## config.mk

```make
export PLATFORM = sky130hd
export DESIGN_NAME = spibsc_config
export DESIGN_NICKNAME = d
export VERILOG_FILES = /design/src/spibsc_pkg.sv /design/src/spibsc_rate_if.sv /design/src/spibsc_baud_gen.sv /design/src/spibsc_config.sv
export VERILOG_INCLUDE_DIRS = /design/src /design/src/src
export SDC_FILE = /design/constraint.sdc
export NUM_CORES = 1
export LEC_CHECK = 0
export BUFFER_PORTS_ARGS = -buffer_cell sky130_fd_sc_hd__buf_2
export CORE_ASPECT_RATIO = 1.75
export CORE_MARGIN = 10
export CORE_UTILIZATION = 54
export CTS_CLUSTER_SIZE = 10
export DETAILED_ROUTE_END_ITERATION = 8
export GPL_ROUTABILITY_DRIVEN = 0
export PLACE_DENSITY = 0.81
export SKIP_CTS_REPAIR_TIMING = 1
export SYNTH_ARGS = -nofsm -noshare
export SYNTH_HDL_FRONTEND = slang
export SYNTH_SLANG_ARGS = --single-unit
```

## constraint.sdc

```tcl
create_clock -name clock -period 5.11 [get_ports clock]
set_input_delay 0.511 -clock clock [delete_from_list [all_inputs] [get_ports clock]]
set_output_delay 0.511 -clock clock [all_outputs]
set_load 0.02 [all_outputs]
```

## src/spibsc_consts.svh

```systemverilog
// register offsets, field positions and reset values of the spi configuration block
`ifndef SPIBSC_CONSTS_SVH
`define SPIBSC_CONSTS_SVH

`define SPIBSC_OFS_CONTROL_TWO       3'h1
`define SPIBSC_OFS_BAUD_RATE         3'h2
`define SPIBSC_OFS_STATUS            3'h3
`define SPIBSC_OFS_DATA              3'h5

`define SPIBSC_CTL2_MODE_FAULT_ENABLE 4
`define SPIBSC_CTL2_BIDIR_OUTPUT_EN   3
`define SPIBSC_CTL2_STOP_IN_WAIT      1
`define SPIBSC_CTL2_SINGLE_WIRE       0
`define SPIBSC_CTL2_IMPL_MASK         8'h1b
`define SPIBSC_CTL2_RESET             8'h00

`define SPIBSC_BAUD_PRESCALE_MSB      6
`define SPIBSC_BAUD_PRESCALE_LSB      4
`define SPIBSC_BAUD_DIVIDE_MSB        2
`define SPIBSC_BAUD_DIVIDE_LSB        0
`define SPIBSC_BAUD_IMPL_MASK         8'h77
`define SPIBSC_BAUD_RESET             8'h00

`define SPIBSC_STAT_RECEIVE_FULL      7
`define SPIBSC_STAT_TRANSMIT_EMPTY    5
`define SPIBSC_STAT_MODE_FAULT        4
`define SPIBSC_STAT_RESET             8'h20

`endif

```

## src/spibsc_pkg.sv

```systemverilog
// types shared by the spi configuration block
package spibsc_pkg;
   typedef logic [7:0] spibsc_byte_t;
   typedef logic [2:0] spibsc_addr_t;
   typedef logic [2:0] spibsc_field_t;
   typedef enum {SPIBSC_SS_SLAVE_IN, SPIBSC_SS_GPIO, SPIBSC_SS_FAULT_IN, SPIBSC_SS_AUTO_OUT} spibsc_ss_use_t;
endpackage

```

## src/spibsc_rate_if.sv

```systemverilog
// carrier between the register logic and the baud generator
`timescale 1ns/100ps
interface spibsc_rate_if;
   import spibsc_pkg::*;
   spibsc_field_t prescaleSel;
   spibsc_field_t divideSel;
   logic          run;
   logic          bitClock;
   logic          bitTick;
   modport cfg (output prescaleSel, output divideSel, output run, input bitClock, input bitTick);
   modport gen (input prescaleSel, input divideSel, input run, output bitClock, output bitTick);
endinterface

```

## src/spibsc_baud_gen.sv

```systemverilog
// prescaler and power-of-two divider making the master bit-rate clock
`timescale 1ns/100ps
`include "spibsc_consts.svh"
module spibsc_baud_gen (
   input wire logic clock,
   input wire logic sys_rst,
   spibsc_rate_if.gen rate
);
   import spibsc_pkg::*;

   logic [2:0] preCount;
   logic [6:0] divCount;
   logic       bitClock;
   logic       bitTick;

   // compare with >= so a field rewritten mid-count never strands the counter
   wire       preWrap  = (preCount >= rate.prescaleSel);
   wire [7:0] halfSpan = 8'h01 << rate.divideSel;
   wire [6:0] halfLimit = halfSpan[6:0] - 7'h01;
   wire       divWrap  = preWrap && (divCount >= halfLimit);

   always_ff @(posedge clock or posedge sys_rst) begin
      if (sys_rst) begin
         preCount <= 3'h0;
         divCount <= 7'h00;
         bitClock <= 1'b0;
         bitTick  <= 1'b0;
      end else if (!rate.run) begin
         preCount <= 3'h0;
         divCount <= 7'h00;
         bitClock <= 1'b0;
         bitTick  <= 1'b0;
      end else begin
         preCount <= preWrap ? 3'h0 : preCount + 3'h1;
         if (preWrap) begin
            divCount <= divWrap ? 7'h00 : divCount + 7'h01;
         end
         if (divWrap) begin
            bitClock <= ~bitClock;
         end
         bitTick <= divWrap;
      end
   end

   assign rate.bitClock = bitClock;
   assign rate.bitTick  = bitTick;

   a_prescale_wrap: assert property (@(posedge clock) disable iff (sys_rst)
      rate.run && preWrap && $stable(rate.run) |=> (preCount == 3'h0 || !rate.run))
      else $error("prescale counter did not restart at its limit");

   a_divide_toggle: assert property (@(posedge clock) disable iff (sys_rst)
      rate.run && divWrap |=> (bitClock != $past(bitClock)) || !rate.run)
      else $error("bit clock did not toggle at divider wrap");

   a_clock_stopped: assert property (@(posedge clock) disable iff (sys_rst)
      !rate.run |=> !bitClock && !bitTick)
      else $error("bit clock runs while generator is stopped");
endmodule

```

## src/spibsc_config.sv

```systemverilog
// spi control two, baud rate and status registers with pin steering
//
// Chosen here: strobed register access and the address map.
`timescale 1ns/100ps
`include "spibsc_consts.svh"
module spibsc_config (
   input  wire logic                clock,
   input  wire logic                sys_rst,
   input  wire spibsc_pkg::spibsc_addr_t regAddr,
   input  wire spibsc_pkg::spibsc_byte_t regWriteData,
   input  wire logic                regWrite,
   input  wire logic                regRead,
   output spibsc_pkg::spibsc_byte_t regReadData,
   input  wire logic                masterSelect,
   input  wire logic                selectOutputEnable,
   input  wire logic                controlOneWrite,
   input  wire logic                waitMode,
   input  wire logic                transferDone,
   input  wire logic                bufferToShifter,
   input  wire spibsc_pkg::spibsc_byte_t receiveData,
   input  wire logic                shiftOut,
   input  wire logic                selectAssert,
   output logic                     shiftIn,
   output logic                     slaveSelected,
   output spibsc_pkg::spibsc_byte_t transmitData,
   output logic                     transmitWrite,
   output logic                     spiClockRun,
   output logic                     bitRateClock,
   output logic                     bitRateTick,
   output logic                     selectPinOwned,
   input  wire logic                selectPinIn,
   output logic                     selectPinOut,
   output logic                     selectPinOe,
   input  wire logic                mosiIn,
   output logic                     mosiOut,
   output logic                     mosiOe,
   input  wire logic                misoIn,
   output logic                     misoOut,
   output logic                     misoOe
);
   import spibsc_pkg::*;

   spibsc_byte_t   controlTwo;
   spibsc_byte_t   baudRate;
   logic           receiveFull;
   logic           transmitEmpty;
   logic           modeFault;
   logic           receiveArmed;
   logic           transmitArmed;
   logic           faultArmed;
   logic [1:0]     selectSync;
   logic [1:0]     mosiSync;
   logic [1:0]     misoSync;
   logic           selectPrev;
   spibsc_ss_use_t selectUse;

   spibsc_rate_if rate ();

   // ---- register decode
   wire hitControl = (regAddr == `SPIBSC_OFS_CONTROL_TWO);
   wire hitBaud    = (regAddr == `SPIBSC_OFS_BAUD_RATE);
   wire hitStatus  = (regAddr == `SPIBSC_OFS_STATUS);
   wire hitData    = (regAddr == `SPIBSC_OFS_DATA);

   wire writeControl = regWrite && hitControl;
   wire writeBaud    = regWrite && hitBaud;
   wire readStatus   = regRead && hitStatus;
   wire readData     = regRead && hitData;
   wire writeData    = regWrite && hitData;

   wire modeFaultEnable = controlTwo[`SPIBSC_CTL2_MODE_FAULT_ENABLE];
   wire bidirOutputEn   = controlTwo[`SPIBSC_CTL2_BIDIR_OUTPUT_EN];
   wire stopInWait      = controlTwo[`SPIBSC_CTL2_STOP_IN_WAIT];
   wire singleWire      = controlTwo[`SPIBSC_CTL2_SINGLE_WIRE];

   wire spibsc_byte_t statusValue = {receiveFull, 1'b0, transmitEmpty, modeFault, 4'h0};
   wire spibsc_byte_t controlValue = controlTwo & `SPIBSC_CTL2_IMPL_MASK;
   wire spibsc_byte_t baudValue    = baudRate & `SPIBSC_BAUD_IMPL_MASK;

   wire spibsc_byte_t readMux = hitControl ? controlValue :
                                hitBaud    ? baudValue :
                                hitStatus  ? statusValue :
                                hitData    ? receiveData : 8'h00;

   // ---- registers written by software
   always_ff @(posedge clock or posedge sys_rst) begin
      if (sys_rst) begin
         controlTwo <= `SPIBSC_CTL2_RESET;
      end else if (writeControl) begin
         controlTwo <= regWriteData & `SPIBSC_CTL2_IMPL_MASK;
      end
   end

   // no busy interlock: a rate change mid-frame is compared against the running counts at once
   always_ff @(posedge clock or posedge sys_rst) begin
      if (sys_rst) begin
         baudRate <= `SPIBSC_BAUD_RESET;
      end else if (writeBaud) begin
         baudRate <= regWriteData & `SPIBSC_BAUD_IMPL_MASK;
      end
   end

   // status writes decode to nothing, so they fall through here
   always_ff @(posedge clock or posedge sys_rst) begin
      if (sys_rst) begin
         regReadData <= 8'h00;
      end else if (regRead) begin
         regReadData <= readMux;
      end else begin
         regReadData <= 8'h00;
      end
   end

   // ---- pin synchronisers
   always_ff @(posedge clock or posedge sys_rst) begin
      if (sys_rst) begin
         selectSync <= 2'b11;
         mosiSync   <= 2'b00;
         misoSync   <= 2'b00;
         selectPrev <= 1'b1;
      end else begin
         selectSync <= {selectSync[0], selectPinIn};
         mosiSync   <= {mosiSync[0], mosiIn};
         misoSync   <= {misoSync[0], misoIn};
         selectPrev <= selectSync[1];
      end
   end

   // ---- select pin function
   always_comb begin
      if (!masterSelect) begin
         selectUse = SPIBSC_SS_SLAVE_IN;
      end else if (!modeFaultEnable) begin
         selectUse = SPIBSC_SS_GPIO;
      end else if (!selectOutputEnable) begin
         selectUse = SPIBSC_SS_FAULT_IN;
      end else begin
         selectUse = SPIBSC_SS_AUTO_OUT;
      end
   end

   always_comb begin
      selectPinOe    = 1'b0;
      selectPinOut   = 1'b1;
      selectPinOwned = 1'b1;
      slaveSelected  = 1'b0;
      case (selectUse)
         SPIBSC_SS_SLAVE_IN: begin
            slaveSelected = ~selectSync[1];
         end
         SPIBSC_SS_GPIO: begin
            selectPinOwned = 1'b0;
         end
         SPIBSC_SS_FAULT_IN: begin
            selectPinOe = 1'b0;
         end
         SPIBSC_SS_AUTO_OUT: begin
            selectPinOe  = 1'b1;
            selectPinOut = ~selectAssert;
         end
         default: begin
            selectPinOwned = 1'b0;
         end
      endcase
   end

   // a fall seen only through the synchronised level; a held-low pin faults once
   wire faultEvent = (selectUse == SPIBSC_SS_FAULT_IN) && selectPrev && !selectSync[1];

   // ---- data pin steering
   wire separatePins = !singleWire;
   // bidir enable matters only on the single shared pin
   wire sharedDrive  = singleWire && bidirOutputEn;

   assign mosiOut = shiftOut;
   assign misoOut = shiftOut;
   assign mosiOe  = masterSelect && (separatePins || sharedDrive);
   assign misoOe  = !masterSelect && (separatePins ? slaveSelected : sharedDrive);
   assign shiftIn = singleWire ? (masterSelect ? mosiSync[1] : misoSync[1]) :
                                 (masterSelect ? misoSync[1] : mosiSync[1]);

   // ---- clocks in wait mode
   assign spiClockRun = !(stopInWait && waitMode);

   assign rate.prescaleSel = baudRate[`SPIBSC_BAUD_PRESCALE_MSB:`SPIBSC_BAUD_PRESCALE_LSB];
   assign rate.divideSel   = baudRate[`SPIBSC_BAUD_DIVIDE_MSB:`SPIBSC_BAUD_DIVIDE_LSB];
   assign rate.run         = masterSelect && spiClockRun;
   assign bitRateClock     = rate.bitClock;
   assign bitRateTick      = rate.bitTick;

   spibsc_baud_gen u_spibsc_baud_gen (
      .clock   (clock),
      .sys_rst (sys_rst),
      .rate    (rate)
   );

   // ---- status flags; a set in the same cycle as a clear always wins
   wire receiveClear  = receiveArmed && readData && !transferDone;
   wire transmitClear = transmitArmed && writeData && !bufferToShifter;
   wire faultClear    = faultArmed && controlOneWrite && !faultEvent;

   always_ff @(posedge clock or posedge sys_rst) begin
      if (sys_rst) begin
         receiveFull  <= 1'b0;
         receiveArmed <= 1'b0;
      end else begin
         if (transferDone) begin
            receiveFull  <= 1'b1;
            receiveArmed <= 1'b0;
         end else if (receiveClear) begin
            receiveFull  <= 1'b0;
            receiveArmed <= 1'b0;
         end else if (readStatus && receiveFull) begin
            receiveArmed <= 1'b1;
         end
      end
   end

   always_ff @(posedge clock or posedge sys_rst) begin
      if (sys_rst) begin
         transmitEmpty <= 1'b1;
         transmitArmed <= 1'b0;
      end else begin
         if (bufferToShifter) begin
            transmitEmpty <= 1'b1;
         end else if (transmitClear) begin
            transmitEmpty <= 1'b0;
            transmitArmed <= 1'b0;
         end else if (readStatus && transmitEmpty) begin
            transmitArmed <= 1'b1;
         end
      end
   end

   always_ff @(posedge clock or posedge sys_rst) begin
      if (sys_rst) begin
         modeFault  <= 1'b0;
         faultArmed <= 1'b0;
      end else begin
         if (faultEvent) begin
            modeFault  <= 1'b1;
            faultArmed <= 1'b0;
         end else if (faultClear) begin
            modeFault  <= 1'b0;
            faultArmed <= 1'b0;
         end else if (readStatus && modeFault) begin
            faultArmed <= 1'b1;
         end
      end
   end

   // data writes without the status-read handshake are dropped
   always_ff @(posedge clock or posedge sys_rst) begin
      if (sys_rst) begin
         transmitData  <= 8'h00;
         transmitWrite <= 1'b0;
      end else begin
         transmitWrite <= writeData && transmitArmed;
         if (writeData && transmitArmed) begin
            transmitData <= regWriteData;
         end
      end
   end

   // ---- checks
   a_ctl_reserved_zero: assert property (@(posedge clock) disable iff (sys_rst)
      regRead && hitControl |=> (regReadData[7:5] == 3'h0) && !regReadData[2])
      else $error("control two unused bits read nonzero");

   a_slave_select_in: assert property (@(posedge clock) disable iff (sys_rst)
      !masterSelect |-> !selectPinOe && selectPinOwned && (slaveSelected == !selectSync[1]))
      else $error("slave select pin not used as input in slave mode");

   a_select_released: assert property (@(posedge clock) disable iff (sys_rst)
      masterSelect && !modeFaultEnable |-> !selectPinOwned && !selectPinOe)
      else $error("select pin held while fault function is off");

   a_auto_select_out: assert property (@(posedge clock) disable iff (sys_rst)
      masterSelect && modeFaultEnable && selectOutputEnable |-> selectPinOe && (selectPinOut == !selectAssert))
      else $error("automatic select output not driven");

   a_bidir_input: assert property (@(posedge clock) disable iff (sys_rst)
      singleWire && !bidirOutputEn |-> !mosiOe && !misoOe)
      else $error("shared data pin driven with output enable clear");

   a_separate_pins: assert property (@(posedge clock) disable iff (sys_rst)
      !singleWire && masterSelect |-> mosiOe && !misoOe && (shiftIn == misoSync[1]))
      else $error("master does not use separate data pins");

   a_wait_stop: assert property (@(posedge clock) disable iff (sys_rst)
      stopInWait && waitMode && masterSelect |=> !bitRateClock && !bitRateTick)
      else $error("bit clock still runs in wait with stop set");

   a_status_reserved: assert property (@(posedge clock) disable iff (sys_rst)
      regRead && hitStatus |=> (regReadData & 8'h4f) == 8'h00)
      else $error("status unused bits read nonzero");

   a_receive_clear: assert property (@(posedge clock) disable iff (sys_rst)
      receiveArmed && readData && !transferDone |=> !receiveFull ##1 (!receiveFull || $past(transferDone)))
      else $error("receive full not cleared by read sequence");

   a_transmit_hold: assert property (@(posedge clock) disable iff (sys_rst)
      writeData && !transmitArmed |=> !transmitWrite && $stable(transmitData))
      else $error("unarmed data write was accepted");

   a_fault_gate: assert property (@(posedge clock) disable iff (sys_rst)
      !modeFault && !(masterSelect && modeFaultEnable && !selectOutputEnable) |=> !modeFault)
      else $error("mode fault set outside master fault-input mode");
endmodule

```

==> impl_metrics.yaml, run 1 <==
outcome:
  outcome: "completed"
cells_and_area:
  regArea_sq_mm: 0.00131
  final_nets: 346
  drive_gt1_share_pct: 28.2
  multi_input_area_sq_mm: 0.00109
  area_delta_synth_final_pct: 16.2
  fin_cells: 352
  final_area_sq_mm: 0.00289
  num_antenna_cells: 0
  fillers: 376
drt:
  drt_wl_total_um: 5810
  ant_nets: 0
  via_count: 1946
  dr.pass1.iters: 4
  first_iter_violations: 101
  drc: 0
  wire_per_inst_um: 16.5
  routed_via_density: 5.53
power:
  p_leak_nw: 1.44
  irDropWorstVdd_mv: 0.306
  seq_power_share_pct: 49.9
  p_clk_share_pct: 23.2
  p_sw_mw: 0.357
  power_mw: 1.05
  p_sw_share_pct: 33.9
  p_comb_share_pct: 26.9
  cellPowerDensity_mw_per_mm2: 364
  intPower_mw: 0.695
clocking:
  clock-sinks: 52
  worst_skew_pair.late_latency_ps: 310
  cts_max_level: 2
  numCtsBuffers: 5
  clockBufferDepth: 2
  cts_tree: "yes"
  cts-root-buf: "clkbuf_8"
  clk_pin_slew_ps: 90
placed_design:
  place_ws_ps: 2850
  portBuffers: 59
  postPlaceCellArea_sq_mm: 0.00279
  placedCellCount: 344
  hpwl_um: 4470
die:
  ios: 63
  rows: 32
  die_x_um: 71.3
  core_sq_mm: 0.00444
  die_area_sq_mm: 0.00782
  initial_utilization_pct: 55.9
  dieHeight_um: 110
timing:
  fin_crit_sh_pct: 45.9
  worst_slack_ps: 2770
  worst_pin_slew_ps: 1060
  hold_viol: 0
  fin_tns_setup_ps: 0
  max_freq_mhz: 427
  slew_headroom_pct: 29.4
  fin_crit_ps: 2340
  report.final.setup_viol: 0
  maxSlewViolCount: 0
  rsz0062_at_grt: "no"
  clock_skew_ps: 9.57
global_routing:
  grt_usage_pct: 15.0
  grt_first_pass_wirelength_um: 9430
  gr-total-overflow: 0
  grt_max_degree: 53
  antenna_found_initial: 0
  grt_pass1_vias: 2043
setup_path:
  crit_path_cell_trace: "or3_1 > ha_1 > nand2b_1 > a211o_1 > a211oi_2 > o21ai_2 > a21oi_1"
  critPathMaxStageDelay_ps: 460
  cp.arrival_ps: 2570
  cp.required_ps: 5340
  start_kind: "register"
  path_class: "reg2reg"
  critPathMaxFanout: 8
  cp-end-kind: "register"
  cp_slowest_cell: "dfrtp_1"
logic_synthesis:
  synth_ff_type: "dfrtp_1"
  ys_ff_latch: 52
  syn_area_sq_mm: 0.00249
  synth_edf_count: 0
  yosys_warnings: 0
  postSynthCellCount: 242
  synth.distinct_cells: 47
  ys_seq_area_share_pct: 52.5
  synthArstFlopShare_pct: 100
  syn_avg_cell_area_sq_um: 10.3
  syn-num-nets: 288
worst_hold_path:
  hold_path.class: "in2reg"
job:
  drv_cap: 0
## synthesized netlist by cell type (2+ instances only)
cell      count  area, sq um
nand4_1       4         25.0
nor2_1       16         60.1
clkbuf_1      2         7.51
and2b_1       2         15.0
a211oi_1      2         15.0
and3_1        2         12.5
inv_1         9         33.8
o21ai_0      14         70.1
or3_1         4         25.0
a21o_1        3         22.5
nand3_1       4         20.0
nor2b_1       5         31.3
o311a_1       2         20.0
nor3b_1       2         15.0
nand2_1      45          169
mux2_2        7         78.8
a21oi_1      14         70.1
nand2b_1      5         31.3
dfstp_2       4          105
and2_1        2         12.5
nor3_1        2         10.0
buf_2         2         10.0
buf_4         3         22.5
xnor2_1       2         17.5
ha_1         12          150
xor2_1        4         35.0
dfrtp_1      48         1200
a22oi_1       2         15.0
## per-stage QoR
stage	utilization (%)	hold slack (ps)
after floorplan	-	331
after global placement	62.9	332
after detailed placement	62.9	337
after CTS	65.0	284
after global routing	65.0	285
final	65.0	295
## layer usage
metal	track usage, %	vias up	part of all wire, %
li1	-	946	-
met3	3.70	14	5.6
met2	26.3	65	55
met4	9.44	0	3.0
met5	0	-	0
met1	15.6	921	36
## power by group through the flow
stage	Combinational (mW)	Clock, mW	Sequential [mW]
2_1_floorplan	0.164	0	0.551
3_3_place_gp	0.273	0	0.529
3_5_place_dp	0.281	0	0.533
4_1_cts	0.287	0.252	0.525
5_1_grt	0.318	0.266	0.533
6_report	0.282	0.244	0.525
## state kept, by name (all words and copies together) (netlist names), 2 cells and up
signal / flops
baudRate: 6
selectSync: 2
transmitData: 8
u_spibsc_baud_gen.preCount: 3
controlTwo: 4
mosiSync: 2
regReadData: 8
u_spibsc_baud_gen.divCount: 7
misoSync: 2
## cell usage in the layout, fill, tap and decap left out, types with 3 or more instances in the layout
cell type  count
nor2_1        16
ha_1          12
buf_2         59
nor2b_1        5
dfstp_2        4
nand4_1        4
or3_1          4
mux2_2         7
inv_1          8
nand3_1        4
o21ai_0       14
dfrtp_1       48
clkbuf_8       6
a21o_1         3
nand2b_1       5
nand2_1       45
a21oi_1       14
xor2_1         4
## area by class of cell
type	instances	share of cell area, %
Sequential cell	52	45.2
Multi-Input combinational cell	172	37.8
Timing Repair Buffer	59	10.2
Clock buffer	7	2.99
Tap cell	51	2.21
Inverter	10	1.30
Clock inverter	1	0.260
## kinds of logic (layout without fill, tap and decap cells)
| family | after synthesis | after routing | synth area share [%] |
|---|---|---|---|
| simple gates | 99 | 99 | 19.6 |
| flops | 52 | 52 | 52.5 |
| compound gates | 47 | 47 | 12.5 |
| buf+inv | 18 | 77 | 3.57 |
| fa+ha+maj | 12 | 12 | 6.04 |
| mux | 8 | 8 | 3.57 |
| xor+xnor | 6 | 6 | 2.11 |
## worst max-delay path, delay by kind of cell (launching register included)
family	cells	cell delay (ps)
DFF	1	460
adders and majority gates	1	290
and+or+nand+nor	2	530
AOI/OAI and AO/OA	4	1000
## final timing paths
check                                        start                                         to  slack [ps]  cells after the start
max in group asynchronous                  sys_rst  u_spibsc_baud_gen.divCount[6]$_DFFE_PP0P_        3990                      2
min reg2reg                  misoSync[0]$_DFF_PP0_                      misoSync[1]$_DFF_PP0_         360                      0
min                                    selectPinIn                    selectSync[0]$_DFF_PP1_         290                      1
min in group asynchronous                  sys_rst    u_spibsc_baud_gen.preCount[0]$_DFF_PP0_         460                      2
max reg2reg                baudRate[1]$_DFFE_PP0P_  u_spibsc_baud_gen.divCount[6]$_DFFE_PP0P_        2770                      7
max                        baudRate[1]$_DFFE_PP0P_  u_spibsc_baud_gen.divCount[6]$_DFFE_PP0P_        2770                      7
Power figures use the tool's default switching activity.
==> run 2: changes to the inputs <==
- CORE_UTILIZATION: 54 -> 47
- PLACE_DENSITY: 0.81 -> 0.75
- clock period: 5.11 -> 2.1 ns (I/O delays scaled with it)
==> run 2 against run 1 <==
The flow now finishes with violations (setup timing). Total power grew to 2.5 times the previous value. Wire length increased by 2.4%. Setup slack worse by 2900 ps. Via count increased by 1.5%. Hold slack got worse by 230 ps. Sequential power increased by 140%. Fmax is 6.9% higher. Critical path type unchanged. Largest cell class unchanged. Highest routed layer unchanged.
==> impl_metrics.yaml, run 2 (synthesis gave the netlist of run 1 again) <==
outcome:
  outcome: "finished with violations"
  violations: "setup timing"
cells_and_area:
  final_nets: 357
  area_delta_synth_final_pct: 21.7
  mostFrequentLayoutCells: "buf_2 (59), dfrtp_1 (48), nand2_1 (45), nor2_1 (15), o21ai_0 (13)"
  drive_gt1_share_pct: 31.4
  largest_registers: "regReadData x8, transmitData x8, u_spibsc_baud_gen.divCount x7"
  num_antenna_cells: 0
  final_common_cell: "buf_2"
setup_path:
  critPathMaxStageDelay_ps: 390
  r2r_cells: 7
  crit_buf_inv: 0
  path_class: "reg2reg"
  critPathMaxFanout: 5
  crit_path_cell_trace: "or3_1 > ha_1 > nand2b_4 > a211o_1 > a211oi_4 > o21ai_1 > a21oi_1"
  start_kind: "register"
  r2r_setup_slack_ps: -90
  cp_slowest_cell: "dfrtp_1"
  path_depth: 7
  cp-end-kind: "register"
  r2r-end: "u_spibsc_baud_gen.rate.bitClock$_DFFE_PP0P_"
  cp.arrival_ps: 2430
  cp.required_ps: 2340
  crit_family: "compound AO/OA/AOI/OAI gates"
  timing.rr.start: "baudRate[2]$_DFFE_PP0P_"
power:
  seq_power_share_pct: 47.7
  p_comb_share_pct: 29.6
  intPower_mw: 1.72
  power_mw: 2.64
  p_leak_nw: 1.50
  cellPowerDensity_mw_per_mm2: 873
  irDropWorstVdd_mv: 0.467
  p_sw_mw: 0.922
  p_sw_share_pct: 34.9
  p_clk_share_pct: 22.6
timing:
  maxSlewViolCount: 0
  worst_slack_ps: -93.0
  slew_headroom_pct: 61.5
  max_freq_mhz: 456
  hold_viol: 0
  whs_ps: 60.2
  fin_tns_setup_ps: -411
  worst_pin_slew_ps: 577
  clock_skew_ps: 13.2
  rsz0062_at_grt: "yes"
  fin_crit_ps: 2190
  fin_crit_sh_pct: 104
  report.final.setup_viol: 9
worst_hold_path:
  hold_start: "transferDone"
  min_path_cells: 2
  hold_end: "receiveArmed$_DFFE_PP0P_"
  hold_path.class: "in2reg"
global_routing:
  gr-total-overflow: 0
  grt_first_pass_wirelength_um: 9660
  antenna_found_initial: 0
  grt_usage_pct: 14.1
  grt_pass1_vias: 2003
  grt_max_degree: 29
die:
  die_x_um: 75.0
  dieHeight_um: 116
  ios: 63
  initial_utilization_pct: 47.7
  rows: 35
  die_area_sq_mm: 0.00871
  core_sq_mm: 0.00521
drt:
  wire_per_inst_um: 16.2
  first_iter_violations: 191
  drt_wl_total_um: 5950
  drc: 0
  dr.pass1.iters: 4
  via_count: 1975
  routed_via_density: 5.38
  ant_nets: 0
clocking:
  worst_skew_pair.late_latency_ps: 320
  cts_max_level: 2
  clockBufferDepth: 2
  numCtsBuffers: 5
  clk_pin_slew_ps: 90
  cts_tree: "yes"
  cts-root-buf: "clkbuf_8"
  clock-sinks: 52
placed_design:
  place_ws_ps: -108
  hpwl_um: 4610
  portBuffers: 59
job:
  drv_cap: 0
## run 2: cell types whose count changed in the layout (fill, tap and decap cells not counted), sizes merged
cell | previous run | this run
buf | 59 | 66
clkbuf | 7 | 5
clkinv | 1 | 2
dlygate4sd3 | 0 | 4
inv | 9 | 10
## run 2: worst max-delay path by stage
stage                                       start  slack, ps                                          end
final                     baudRate[2]$_DFFE_PP0P_        -90  u_spibsc_baud_gen.rate.bitClock$_DFFE_PP0P_
after global routing      baudRate[2]$_DFFE_PP0P_       -240  u_spibsc_baud_gen.rate.bitClock$_DFFE_PP0P_
after CTS                 baudRate[0]$_DFFE_PP0P_       -120    u_spibsc_baud_gen.divCount[6]$_DFFE_PP0P_
after detailed placement  baudRate[0]$_DFFE_PP0P_       -110    u_spibsc_baud_gen.divCount[6]$_DFFE_PP0P_
after global placement    baudRate[0]$_DFFE_PP0P_        -50    u_spibsc_baud_gen.divCount[5]$_DFFE_PP0P_
after floorplan           baudRate[1]$_DFFE_PP0P_          7  u_spibsc_baud_gen.rate.bitClock$_DFFE_PP0P_
## run 2: power by group through the flow
stage | combinational [mW] | sequential [mW] | clock [mW]
floorplan | 0.400 | 1.34 | 0
global placement | 0.705 | 1.27 | 0
detailed placement | 0.723 | 1.28 | 0
CTS | 0.725 | 1.26 | 0.609
global route | 0.874 | 1.28 | 0.644
finish | 0.783 | 1.26 | 0.598
## run 2: layer usage
metal | part of all wire [%] | global-route usage, % | vias to the layer above | wire length, um
met3 | 5.6 | 3.49 | 14 | 332
met4 | 2.4 | 4.70 | 0 | 142
met1 | 35 | 14.2 | 951 | 2110
met2 | 57 | 26.8 | 48 | 3360
met5 | 0 | 0 | - | 0
li1 | - | - | 962 | -
## run 2: area by class of cell
class	instances	area, sq um
fillers	462	2190
clock buffers	5	68.8
clock inverters	3	27.5
inverters	10	37.5
well taps	55	68.8
flip-flops and latches	52	1310
repair buffers	70	388
multi-input cells	172	1130
## run 2: stage by stage
step	instance area [sq um]	std cells	utilization, %
6_report	3030	367	58.1
5_1_grt	3030	367	58.1
4_1_cts	2930	361	56.3
3_5_place_dp	2840	353	54.4
3_3_place_gp	2840	353	54.4
2_1_floorplan	2490	242	-
==> run 3: changes to the inputs <==
- TNS_END_PERCENT: default -> 50
==> run 3 against run 2 <==
The run still ends with setup timing left. Non-clock buffer count unchanged. Design area decreased by 0.29%. Clock skew is 1.7 ps lower. Critical path type unchanged. Largest cell class unchanged.
==> impl_metrics.yaml, run 3 (synthesis gave the netlist of run 1 again) <==
outcome:
  outcome: "finished with violations"
  violations: "setup timing"
setup_path:
  r2r_setup_slack_ps: -60
  crit_path_cell_trace: "or3_1 > ha_1 > nand2b_4 > a211o_1 > a211oi_4 > nand3_1 > a21oi_1"
  critPathMaxStageDelay_ps: 390
  cp_slowest_cell: "dfrtp_1"
  path_class: "reg2reg"
  cp-end-kind: "register"
  r2r-end: "u_spibsc_baud_gen.divCount[1]$_DFFE_PP0P_"
  cp.arrival_ps: 2400
  critPathMaxFanout: 5
  cp.required_ps: 2330
  r2r_cells: 7
  timing.rr.start: "baudRate[2]$_DFFE_PP0P_"
  start_kind: "register"
clocking:
  cts_max_level: 2
  clk_pin_slew_ps: 90
  cts_tree: "yes"
  numCtsBuffers: 5
  clock-sinks: 52
  worst_skew_pair.late_latency_ps: 310
  clockBufferDepth: 2
  cts-root-buf: "clkbuf_8"
worst_hold_path:
  hold_start: "transferDone"
  hold_end: "receiveArmed$_DFFE_PP0P_"
  hold_path.class: "in2reg"
  min_path_cells: 2
timing:
  worst_slack_ps: -64.5
  worst_pin_slew_ps: 577
  clock_skew_ps: 11.5
  hold_viol: 0
  rsz0062_at_grt: "yes"
  max_freq_mhz: 462
  fin_crit_sh_pct: 103
  slew_headroom_pct: 61.5
  maxSlewViolCount: 0
  report.final.setup_viol: 9
  fin_crit_ps: 2160
die:
  die_area_sq_mm: 0.00871
  ios: 63
  rows: 35
  dieHeight_um: 116
  die_x_um: 75.0
  core_sq_mm: 0.00521
  initial_utilization_pct: 47.7
drt:
  ant_nets: 0
  wire_per_inst_um: 16.0
  first_iter_violations: 184
  dr.pass1.iters: 4
  via_count: 1949
  drt_wl_total_um: 5890
  drc: 0
  routed_via_density: 5.31
cells_and_area:
  final_area_sq_mm: 0.00302
  drive_gt1_share_pct: 30.8
  final_nets: 357
  area_delta_synth_final_pct: 21.3
  largest_registers: "regReadData x8, transmitData x8, u_spibsc_baud_gen.divCount x7"
  mostFrequentLayoutCells: "buf_2 (59), dfrtp_1 (48), nand2_1 (45), nor2_1 (15)"
  num_antenna_cells: 0
  final_common_cell: "buf_2"
power:
  p_leak_nw: 1.50
  cellPowerDensity_mw_per_mm2: 872
  power_mw: 2.63
  irDropWorstVdd_mv: 0.464
placed_design:
  portBuffers: 59
  postPlaceCellArea_sq_mm: 0.00284
  hpwl_um: 4610
global_routing:
  gr-total-overflow: 0
  grt_first_pass_wirelength_um: 9660
  grt_usage_pct: 14.1
  antenna_found_initial: 0
  grt_max_degree: 29
  grt_pass1_vias: 2003
job:
  drv_cap: 0
-- run 3: cell counts in the layout (fill, tap and decap cells not counted) --
No cell type changed its count.
-- run 3: final cells by class --
| class | instances | area, sq um |
|---|---|---|
| Clock buffer | 5 | 68.8 |
| Inverter | 10 | 37.5 |
| Multi-Input combinational cell | 172 | 1120 |
| Fill cell | 464 | 2190 |
| Sequential cell | 52 | 1310 |
| Tap cell | 55 | 68.8 |
| Clock inverter | 3 | 27.5 |
| Timing Repair Buffer | 70 | 388 |
-- run 3: worst max path at each step --
stage | start | end | depth (start not counted)
after floorplan | baudRate[1]$_DFFE_PP0P_ | u_spibsc_baud_gen.rate.bitClock$_DFFE_PP0P_ | 7
after global placement | baudRate[0]$_DFFE_PP0P_ | u_spibsc_baud_gen.divCount[5]$_DFFE_PP0P_ | 7
after detailed placement | baudRate[0]$_DFFE_PP0P_ | u_spibsc_baud_gen.divCount[6]$_DFFE_PP0P_ | 7
after CTS | baudRate[0]$_DFFE_PP0P_ | u_spibsc_baud_gen.divCount[6]$_DFFE_PP0P_ | 7
after global routing | baudRate[2]$_DFFE_PP0P_ | u_spibsc_baud_gen.rate.bitClock$_DFFE_PP0P_ | 7
final | baudRate[2]$_DFFE_PP0P_ | u_spibsc_baud_gen.divCount[1]$_DFFE_PP0P_ | 7
-- run 3: worst max-delay path: cells and delay by family (launching register included) --
family	cells	cell delay, ps
adder cells (fa/ha/maj)	1	280
AND/OR/NAND/NOR	3	650
AO/OA/AOI/OAI	3	780
flip-flops	1	390
-- run 3: stage by stage --
stage	hold slack, ps	util (%)	setup WS, ps	cells	setup TNS (ps)
floorplan	214	-	7.32	242	0
global placement	291	54.4	-45.2	353	-256
detailed placement	298	54.4	-108	353	-682
CTS	-44.3	56.3	-120	361	-778
global route	64.0	57.9	-227	367	-1550
finish	62.9	57.9	-64.5	367	-300
-- run 3: layer usage --
metal | GRT usage (%) | routed length [um]
met5 | 0 | 0
met2 | 26.8 | 3360
met1 | 14.2 | 2100
met4 | 4.70 | 118
met3 | 3.49 | 310
-- run 3: report_power, final --
| group | switching (mW) | total [mW] | internal [mW] |
|---|---|---|---|
| combinational | 0.456 | 0.778 | 0.322 |
| clock | 0.348 | 0.593 | 0.245 |
| sequential | 0.110 | 1.26 | 1.15 |
| total | 0.913 | 2.63 | 1.72 |
